$ cat config.mk
export PLATFORM = sky130hd
export DESIGN_NAME = nsx_exec
export DESIGN_NICKNAME = d
export VERILOG_FILES = /design/src/nsx_pkg.sv /design/src/nsx_decode.sv /design/src/nsx_exec.sv
export SDC_FILE = /design/constraint.sdc
export NUM_CORES = 1
export LEC_CHECK = 0
export BUFFER_PORTS_ARGS = -buffer_cell sky130_fd_sc_hd__buf_2
export CAP_MARGIN = 20
export CORE_MARGIN = 2
export CORE_UTILIZATION = 35
export CTS_CLUSTER_DIAMETER = 150
export CTS_CLUSTER_SIZE = 12
export DETAILED_ROUTE_END_ITERATION = 16
export PLACE_DENSITY = 0.59
export SETUP_SLACK_MARGIN = 0.05
export SLEW_MARGIN = 30
export SYNTH_ARGS = -nofsm -noshare
export SYNTH_HDL_FRONTEND = slang
export SYNTH_SLANG_ARGS = --single-unit
$ cat constraint.sdc
create_clock -name clk -period 4.6 [get_ports clk]
set_clock_uncertainty 0.15 [all_clocks]
set_input_delay 0.92 -clock clk [delete_from_list [all_inputs] [get_ports clk]]
set_output_delay 0.92 -clock clk [all_outputs]
set_load 0.01 [all_outputs]
$ cat src/nsx_pkg.sv
// package: opcode encodings, field positions, widths and reset values for the decoder and executor
package nsx_pkg;
  // widths
  localparam int unsigned OPW   = 14;
  localparam int unsigned DW    = 8;
  localparam int unsigned AW    = 7;
  // field positions
  localparam int unsigned DEST_BIT = 7;
  localparam int unsigned ADDR_LSB = 0;
  // opcode patterns
  localparam logic [5:0] SWAP_PAT  = 6'h0E;   // 00 1110
  localparam logic [5:0] RXOR_PAT  = 6'h06;   // 00 0110
  localparam logic [5:0] LXOR_PAT  = 6'h3A;   // 11 1010
  localparam logic [10:0] PDIR_PAT = 11'h00C; // 00 0000 0110 0
  // port selector range for the legacy direction load
  localparam logic [2:0] PSEL_MIN  = 3'h5;
  localparam logic [2:0] PSEL_MAX  = 3'h7;
  // addresses at which the direction registers also sit in the file map
  localparam logic [6:0] DIR_ADDR_BASE = 7'h05;
  localparam int unsigned NDIR     = 3;
  // reset values
  localparam logic [7:0] W_RST     = 8'h00;
  localparam logic [7:0] DIR_RST   = 8'hFF;
  // decoded operation
  typedef enum logic [2:0] {
    NSX_OP_NONE, NSX_OP_SWAP, NSX_OP_LXOR, NSX_OP_RXOR, NSX_OP_PDIR
  } nsx_op_e;
endpackage

$ cat src/nsx_decode.sv
// opcode decoder: classifies a 14-bit word into one of the four handled operations, or NSX_OP_NONE if none matches
`timescale 1ns/1ps
module nsx_decode (
  // opcode in
  input  wire logic [13:0]       opcode,
  // decoded op out
  output nsx_pkg::nsx_op_e       op
);
  // combinational classification
  always_comb begin
    op = nsx_pkg::NSX_OP_NONE;
    if (opcode[13:8] == nsx_pkg::SWAP_PAT) begin
      op = nsx_pkg::NSX_OP_SWAP;
    end else if (opcode[13:8] == nsx_pkg::LXOR_PAT) begin
      op = nsx_pkg::NSX_OP_LXOR;
    end else if (opcode[13:8] == nsx_pkg::RXOR_PAT) begin
      op = nsx_pkg::NSX_OP_RXOR;
    end else if (opcode[13:3] == nsx_pkg::PDIR_PAT && opcode[2:0] >= nsx_pkg::PSEL_MIN
                 && opcode[2:0] <= nsx_pkg::PSEL_MAX) begin
      op = nsx_pkg::NSX_OP_PDIR;
    end
  end
endmodule

$ cat src/nsx_exec.sv
// execute unit for nibble swap, literal xor, register xor and port direction load
`timescale 1ns/1ps
// Summary of operation
// - swap puts f low nibble high
// - swap result to w or f, no flags
// - literal xor combines w with literal
// - literal xor writes w, updates zero flag
// - direction load copies w for ports 5-7
// - direction registers reachable as file registers
// - register xor combines w with file register
// - register xor result to w or f, zero flag
module nsx_exec (
  // clock and reset
  input  wire logic        clk,
  input  wire logic        reset_n,
  // instruction fetch side
  input  wire logic        instr_valid,   // opcode present this cycle
  input  wire logic [13:0] opcode,
  // file register read port (combinational, addressed by file_addr)
  output logic      [6:0]  file_addr,
  input  wire logic [7:0]  file_rdata,
  // file register write port
  output logic             file_we,
  output logic      [6:0]  file_waddr,
  output logic      [7:0]  file_wdata,
  // generic data-move access to direction registers
  input  wire logic        mov_we,
  input  wire logic [6:0]  mov_addr,
  input  wire logic [7:0]  mov_wdata,
  output logic      [7:0]  dir_rdata,     // read data for mov_addr
  // architectural state out
  output logic      [7:0]  w_out,
  output logic             zero_we,       // pulse: zero flag updated
  output logic             zero_out,      // new zero flag value
  output logic      [7:0]  dir_out [3]    // direction registers, ports 5..7
);
  // all state
  typedef struct packed {
    logic [7:0]      w;
    logic [2:0][7:0] dir;
    logic            fwe;
    logic [6:0]      fwa;
    logic [7:0]      fwd;
    logic            zwe;
    logic            z;
  } nsx_state_s;

  nsx_state_s st_reg;   // registered state
  nsx_state_s st_next;  // next state
  nsx_pkg::nsx_op_e op; // decoded operation
  logic [7:0] swapped;  // nibble-swapped file value
  logic [7:0] lx_res;   // literal xor result
  logic [7:0] rx_res;   // register xor result
  logic       dsel;     // destination bit
  logic [7:0] f_val;    // file operand, pending write forwarded

  // direction register index for a file address, or NDIR if not one
  function automatic logic [1:0] dir_index(input logic [6:0] a);
    logic [6:0] d;
    d = a - nsx_pkg::DIR_ADDR_BASE;
    if (a >= nsx_pkg::DIR_ADDR_BASE && d < 7'(nsx_pkg::NDIR)) begin
      dir_index = d[1:0];
    end else begin
      dir_index = 2'h3;
    end
  endfunction

  // decoder instance
  nsx_decode u_dec (
    .opcode (opcode),
    .op     (op)
  );

  // datapath
  assign file_addr = opcode[6:0];
  assign dsel      = opcode[nsx_pkg::DEST_BIT];
  // the file write port is registered, so a write lands one edge late; an
  // operand read of that same address in the next cycle takes the pending value
  assign f_val     = (st_reg.fwe && st_reg.fwa == file_addr) ? st_reg.fwd : file_rdata;
  assign swapped   = {f_val[3:0], f_val[7:4]};
  assign lx_res    = st_reg.w ^ opcode[7:0];
  assign rx_res    = st_reg.w ^ f_val;

  // next-state computation, single cycle per instruction
  always_comb begin
    logic [1:0] mi;
    mi = dir_index(mov_addr);
    st_next     = st_reg;
    st_next.fwe = 1'b0;
    st_next.zwe = 1'b0;
    // ordinary data-move access
    if (mov_we && mi != 2'h3) begin
      st_next.dir[mi] = mov_wdata;
    end
    if (instr_valid) begin
      case (op)
        nsx_pkg::NSX_OP_SWAP: begin
          // no flag update for swap
          if (dsel) begin
            st_next.fwe = 1'b1;
            st_next.fwa = file_addr;
            st_next.fwd = swapped;
          end else begin
            st_next.w = swapped;
          end
        end
        nsx_pkg::NSX_OP_LXOR: begin
          st_next.w   = lx_res;
          st_next.zwe = 1'b1;
          st_next.z   = (lx_res == 8'h00);
        end
        nsx_pkg::NSX_OP_RXOR: begin
          if (dsel) begin
            st_next.fwe = 1'b1;
            st_next.fwa = file_addr;
            st_next.fwd = rx_res;
          end else begin
            st_next.w = rx_res;
          end
          st_next.zwe = 1'b1;
          st_next.z   = (rx_res == 8'h00);
        end
        nsx_pkg::NSX_OP_PDIR: begin
          // instruction wins over a simultaneous data move
          st_next.dir[opcode[2:0] - nsx_pkg::PSEL_MIN] = st_reg.w;
        end
        default: begin
          // other instructions are handled elsewhere
        end
      endcase
    end
  end

  // state register, one edge per instruction
  always_ff @(posedge clk or negedge reset_n) begin
    if (!reset_n) begin
      st_reg <= '{w: nsx_pkg::W_RST,
                  dir: {3{nsx_pkg::DIR_RST}},
                  fwe: 1'b0, fwa: 7'h00, fwd: 8'h00, zwe: 1'b0, z: 1'b0};
    end else begin
      st_reg <= st_next;
    end
  end

  // outputs
  assign w_out      = st_reg.w;
  assign file_we    = st_reg.fwe;
  assign file_waddr = st_reg.fwa;
  assign file_wdata = st_reg.fwd;
  assign zero_we    = st_reg.zwe;
  assign zero_out   = st_reg.z;
  genvar g;
  generate
    for (g = 0; g < 3; g++) begin : g_dir
      assign dir_out[g] = st_reg.dir[g];
    end
  endgenerate
  // read back of direction registers through ordinary access
  always_comb begin
    logic [1:0] ri;
    ri = dir_index(mov_addr);
    dir_rdata = (ri == 2'h3) ? 8'h00 : st_reg.dir[ri];
  end

  // checks
  chk_swap_nibbles: assert property (@(posedge clk) disable iff (!reset_n)
    instr_valid && op == nsx_pkg::NSX_OP_SWAP && !dsel
    |=> w_out == {$past(f_val[3:0]), $past(f_val[7:4])})
    else $error("swap to w wrong");
  chk_swap_noflag: assert property (@(posedge clk) disable iff (!reset_n)
    instr_valid && op == nsx_pkg::NSX_OP_SWAP |=> !zero_we)
    else $error("swap touched zero flag");
  chk_swap_tofile: assert property (@(posedge clk) disable iff (!reset_n)
    instr_valid && op == nsx_pkg::NSX_OP_SWAP && dsel
    |=> file_we && $stable(w_out) && file_wdata == {$past(f_val[3:0]), $past(f_val[7:4])})
    else $error("swap to file wrong");
  chk_lxor_value: assert property (@(posedge clk) disable iff (!reset_n)
    instr_valid && op == nsx_pkg::NSX_OP_LXOR |=> w_out == ($past(w_out) ^ $past(opcode[7:0])))
    else $error("literal xor wrong");
  chk_lxor_zero: assert property (@(posedge clk) disable iff (!reset_n)
    instr_valid && op == nsx_pkg::NSX_OP_LXOR |=> zero_we && zero_out == (w_out == 8'h00))
    else $error("literal xor zero flag wrong");
  chk_pdir_load: assert property (@(posedge clk) disable iff (!reset_n)
    instr_valid && opcode == 14'h0065 |=> dir_out[0] == $past(w_out) && !zero_we)
    else $error("direction load wrong");
  chk_dir_move: assert property (@(posedge clk) disable iff (!reset_n)
    mov_we && mov_addr == 7'h07 && !(instr_valid && op == nsx_pkg::NSX_OP_PDIR)
    |=> dir_out[2] == $past(mov_wdata))
    else $error("direction move wrong");
  chk_rxor_value: assert property (@(posedge clk) disable iff (!reset_n)
    instr_valid && op == nsx_pkg::NSX_OP_RXOR && !dsel
    |=> w_out == ($past(w_out) ^ $past(f_val)))
    else $error("register xor wrong");
  chk_rxor_dest: assert property (@(posedge clk) disable iff (!reset_n)
    instr_valid && op == nsx_pkg::NSX_OP_RXOR && dsel
    |=> file_we && zero_we && zero_out == (file_wdata == 8'h00) && $stable(w_out))
    else $error("register xor to file wrong");
  chk_one_cycle: assert property (@(posedge clk) disable iff (!reset_n)
    !instr_valid && !mov_we |=> !file_we && !zero_we && $stable(w_out))
    else $error("activity without instruction");
  chk_lxor_nofile: assert property (@(posedge clk) disable iff (!reset_n)
    instr_valid && op == nsx_pkg::NSX_OP_LXOR |=> !file_we)
    else $error("literal xor wrote the file");
  chk_rxor_file_value: assert property (@(posedge clk) disable iff (!reset_n)
    instr_valid && op == nsx_pkg::NSX_OP_RXOR && dsel
    |=> file_waddr == $past(file_addr) && file_wdata == ($past(w_out) ^ $past(f_val)))
    else $error("register xor file write wrong");
  chk_pdir_wins: assert property (@(posedge clk) disable iff (!reset_n)
    instr_valid && opcode == 14'h0067 && mov_we && mov_addr == 7'h07
    |=> dir_out[2] == $past(w_out))
    else $error("direction load lost to data move");
  chk_dir_read: assert property (@(posedge clk) disable iff (!reset_n)
    mov_addr == 7'h06 |-> dir_rdata == dir_out[1])
    else $error("direction read back wrong");
  chk_operand_bypass: assert property (@(posedge clk) disable iff (!reset_n)
    file_we && file_waddr == file_addr |-> f_val == file_wdata)
    else $error("pending file write not forwarded");
  // main scenarios for coverage
  cov_operand_bypass: cover property (@(posedge clk)
    instr_valid && file_we && file_waddr == file_addr);
  cov_swap: cover property (@(posedge clk) instr_valid && op == nsx_pkg::NSX_OP_SWAP);
  cov_lxor_zero: cover property (@(posedge clk) zero_we && zero_out);
  cov_rxor_file: cover property (@(posedge clk) instr_valid && op == nsx_pkg::NSX_OP_RXOR && dsel);
  cov_pdir: cover property (@(posedge clk) instr_valid && op == nsx_pkg::NSX_OP_PDIR);
endmodule

==> run metrics <==
status=complete, no violations; Max stage delay cell, worst path=a2111oi_2; CTS sink cnt=50; clock root buffer=clkbuf_8; # rows=36; Cells after Synth=414; CTS resizes=0; setup violators final=0; fill cell count=989; Cell Pwr Density=296 nW/um2; area of the multi-input gates=2110 um2; post-route ant nets=0; Clk pin slew, worst setup/hold paths=0.10 ns; iteration-0 DRC count of the detailed router=253; Die ar.=11000 um2; Cell Area, Placed=4140 um2; most frequent cells in the layout=105 x buf_2, 57 x nor2_1, 40 x nand2_1, 40 x a21oi_1, 26 x dfrtp_1; worst-path maximum fanout=10; # DRC=0; die width=105 um; slew margin rel.=46.1%; Ports=106; Unique masters post-synth=62; routed len/inst=17.5 um; Fin Setup TNS=0 ns; largest net degree at the start of global routing=32; fraction of layout cells with a size suffix above 1=32.7%; crit-path max cell delay=0.49 ns; hpwl dp=8340 um; WP data required=3.53 ns; Max clock buf depth=2; Syn Nets=456; max-slew violations=0; Post-synth EDFFs=0; vias per cell=5.54; drt first pass iters=5; initial antenna violation count=0; Pleak=2.00 nW; Crit Path Class=in2out; first-pass GRT wire length=17400 um; Port Buffers=105; Total Routing Usage GR=19.7%; Core Area=9860 um2; Worst EP arrival=2.63 ns; Reg area=1280 um2; CTS Buf Count=5; Setup Fix Bufs, Post-CTS=0; Congestion Overflow GR=0; synthesized area=3570 um2; Main synth FF type=dfrtp_1; H-tree depth=2; cell breakdown of the critical path=buf_2 > inv_2 > ha_1 > inv_2 > a2111oi_2 > nand2_1 > nor2_1 > buf_2; vias in the first global route=3280; Clock Latency Late Sink=0.32 ns; die height=105 um; register area share after synthesis=35.9%; TritonCTS clock tree=built; asr flop ratio synth=100%; CP endpoint kind=output port; Final Instance Area=4230 um2; slew of the pin with the lowest slew margin=0.806 ns; VDD IR max=0.175 mV; synthesized area per cell=8.63 um2; Initial Util=36.2%; Startpoint Class=primary input; most common cell after layout, fill and taps aside=buf_2; Synth-to-Final Area Change=18.5%; Fin. Hold Viols=0; warnings from Yosys=0; RSZ-0062 raised after global routing=false; Tcrit/Tclk final=80.3%; antenna diode count=0; total number of vias=3504; final wirelength=11000 um; final net count=540; post-synthesis register bit count=50; maximum clock rate=271 MHz; GPL Wtd Cong=0.826; Tmin final=3.70 ns; Post-CTS Hold Buffers=0; Hold Crit Class=reg2reg; Max-Cap Viols=0
-- cell families (layout without fill, tap and decap cells) --
logic type / Yosys count / count (layout) / synth area share (%)
buffers and inverters: 40 / 125 / 5.22
adder cells (fa/ha/maj): 1 / 1 / 0.350
multiplexers: 30 / 30 / 8.61
AO/OA/AOI/OAI: 104 / 104 / 18.7
flip-flops: 50 / 50 / 35.9
AND/OR/NAND/NOR: 165 / 165 / 23.6
XOR/XNOR: 24 / 24 / 7.67
-- Yosys cell counts, drive strengths merged, types with 3 or more instances --
master	number	share of area, %
nor2b	20	3.5
nand2b	3	0.53
mux2i	24	6.7
dfstp	24	18
a221oi	3	0.74
inv	9	0.95
dfrtp	26	18
xor2	4	0.98
clkbuf	18	1.9
nand2	40	4.2
and4	4	1.1
mux2	6	1.9
and3	4	0.70
nand4	7	2.0
a21oi	40	5.6
buf	13	2.4
and2	5	0.88
o211ai	5	1.1
a221o	3	0.84
nor3	4	0.56
nor2	59	6.5
o21ai	17	2.4
o22ai	7	1.2
a31oi	6	1.1
xnor2	20	6.7
nand3	8	1.1
a32oi	4	0.98
-- sequential cells by signal, summed over array words and instances (netlist names) --
register	cells
zero_we	1
zero_out	1
file_waddr	7
dir_out	24
w_out	8
file_we	1
file_wdata	8
-- metrics by stage --
step | instances | hold WS, ns | setup WS, ns | power [W] | util [%]
after floorplan | 414 | 0.327 | 1.18 | 0.000817 | -
after global placement | 624 | 0.332 | 0.978 | 0.000962 | 41.9
after detailed placement | 624 | 0.330 | 0.898 | 0.000970 | 41.9
after CTS | 632 | 0.345 | 0.897 | 0.00126 | 42.9
after global routing | 632 | 0.363 | 0.728 | 0.00133 | 42.9
final | 632 | 0.348 | 0.904 | 0.00125 | 42.9
-- critical path: cells and delay by family --
kind                       cells  cell delay, ns
and+or+nand+nor                2            0.45
AOI/OAI and AO/OA              1            0.49
adders and majority gates      1            0.32
buffers and inverters          4            0.44
-- final cells by class --
cell class              instances  area share, %
clock inverters                 2          0.355
clock buffers                   6           1.95
well taps                     133           3.93
flip-flops and latches         50           30.3
multi-input cells             324           49.7
repair buffers                108           12.9
inverters                       9          0.798
-- worst paths after layout --
kind,start,to,slack [ns],depth (start not counted)
worst min register to register,dir_out[3],dir_out[3],0.35,2
worst max-delay path,mov_addr[0],dir_rdata[1],0.90,8
max in group asynchronous,reset_n,file_waddr[2],3.04,2
worst min-delay path,dir_out[3],dir_out[3],0.35,2
min in group asynchronous,reset_n,file_waddr[1],0.50,1
worst max register to register,file_waddr[2],w_out[7],2.01,6
-- power by group --
part	internal [W]	leakage, nW	total [W]	switching (W)
clock network	0.000125	0.0521	0.000289	0.000165
registers	0.000507	0.589	0.000606	0.0000990
logic	0.000164	1.36	0.000360	0.000195
total	0.000796	2.00	0.00125	0.000459
-- layer usage --
metal | up-vias | GRT usage [%] | share of wire (%)
li1 | 1645 | - | -
met5 | - | 0 | 0
met1 | 1673 | 27.2 | 44
met2 | 178 | 31.4 | 47
met4 | 0 | 3.81 | 0.67
met3 | 8 | 4.80 | 8.4
(Power assumes the default switching activity.)
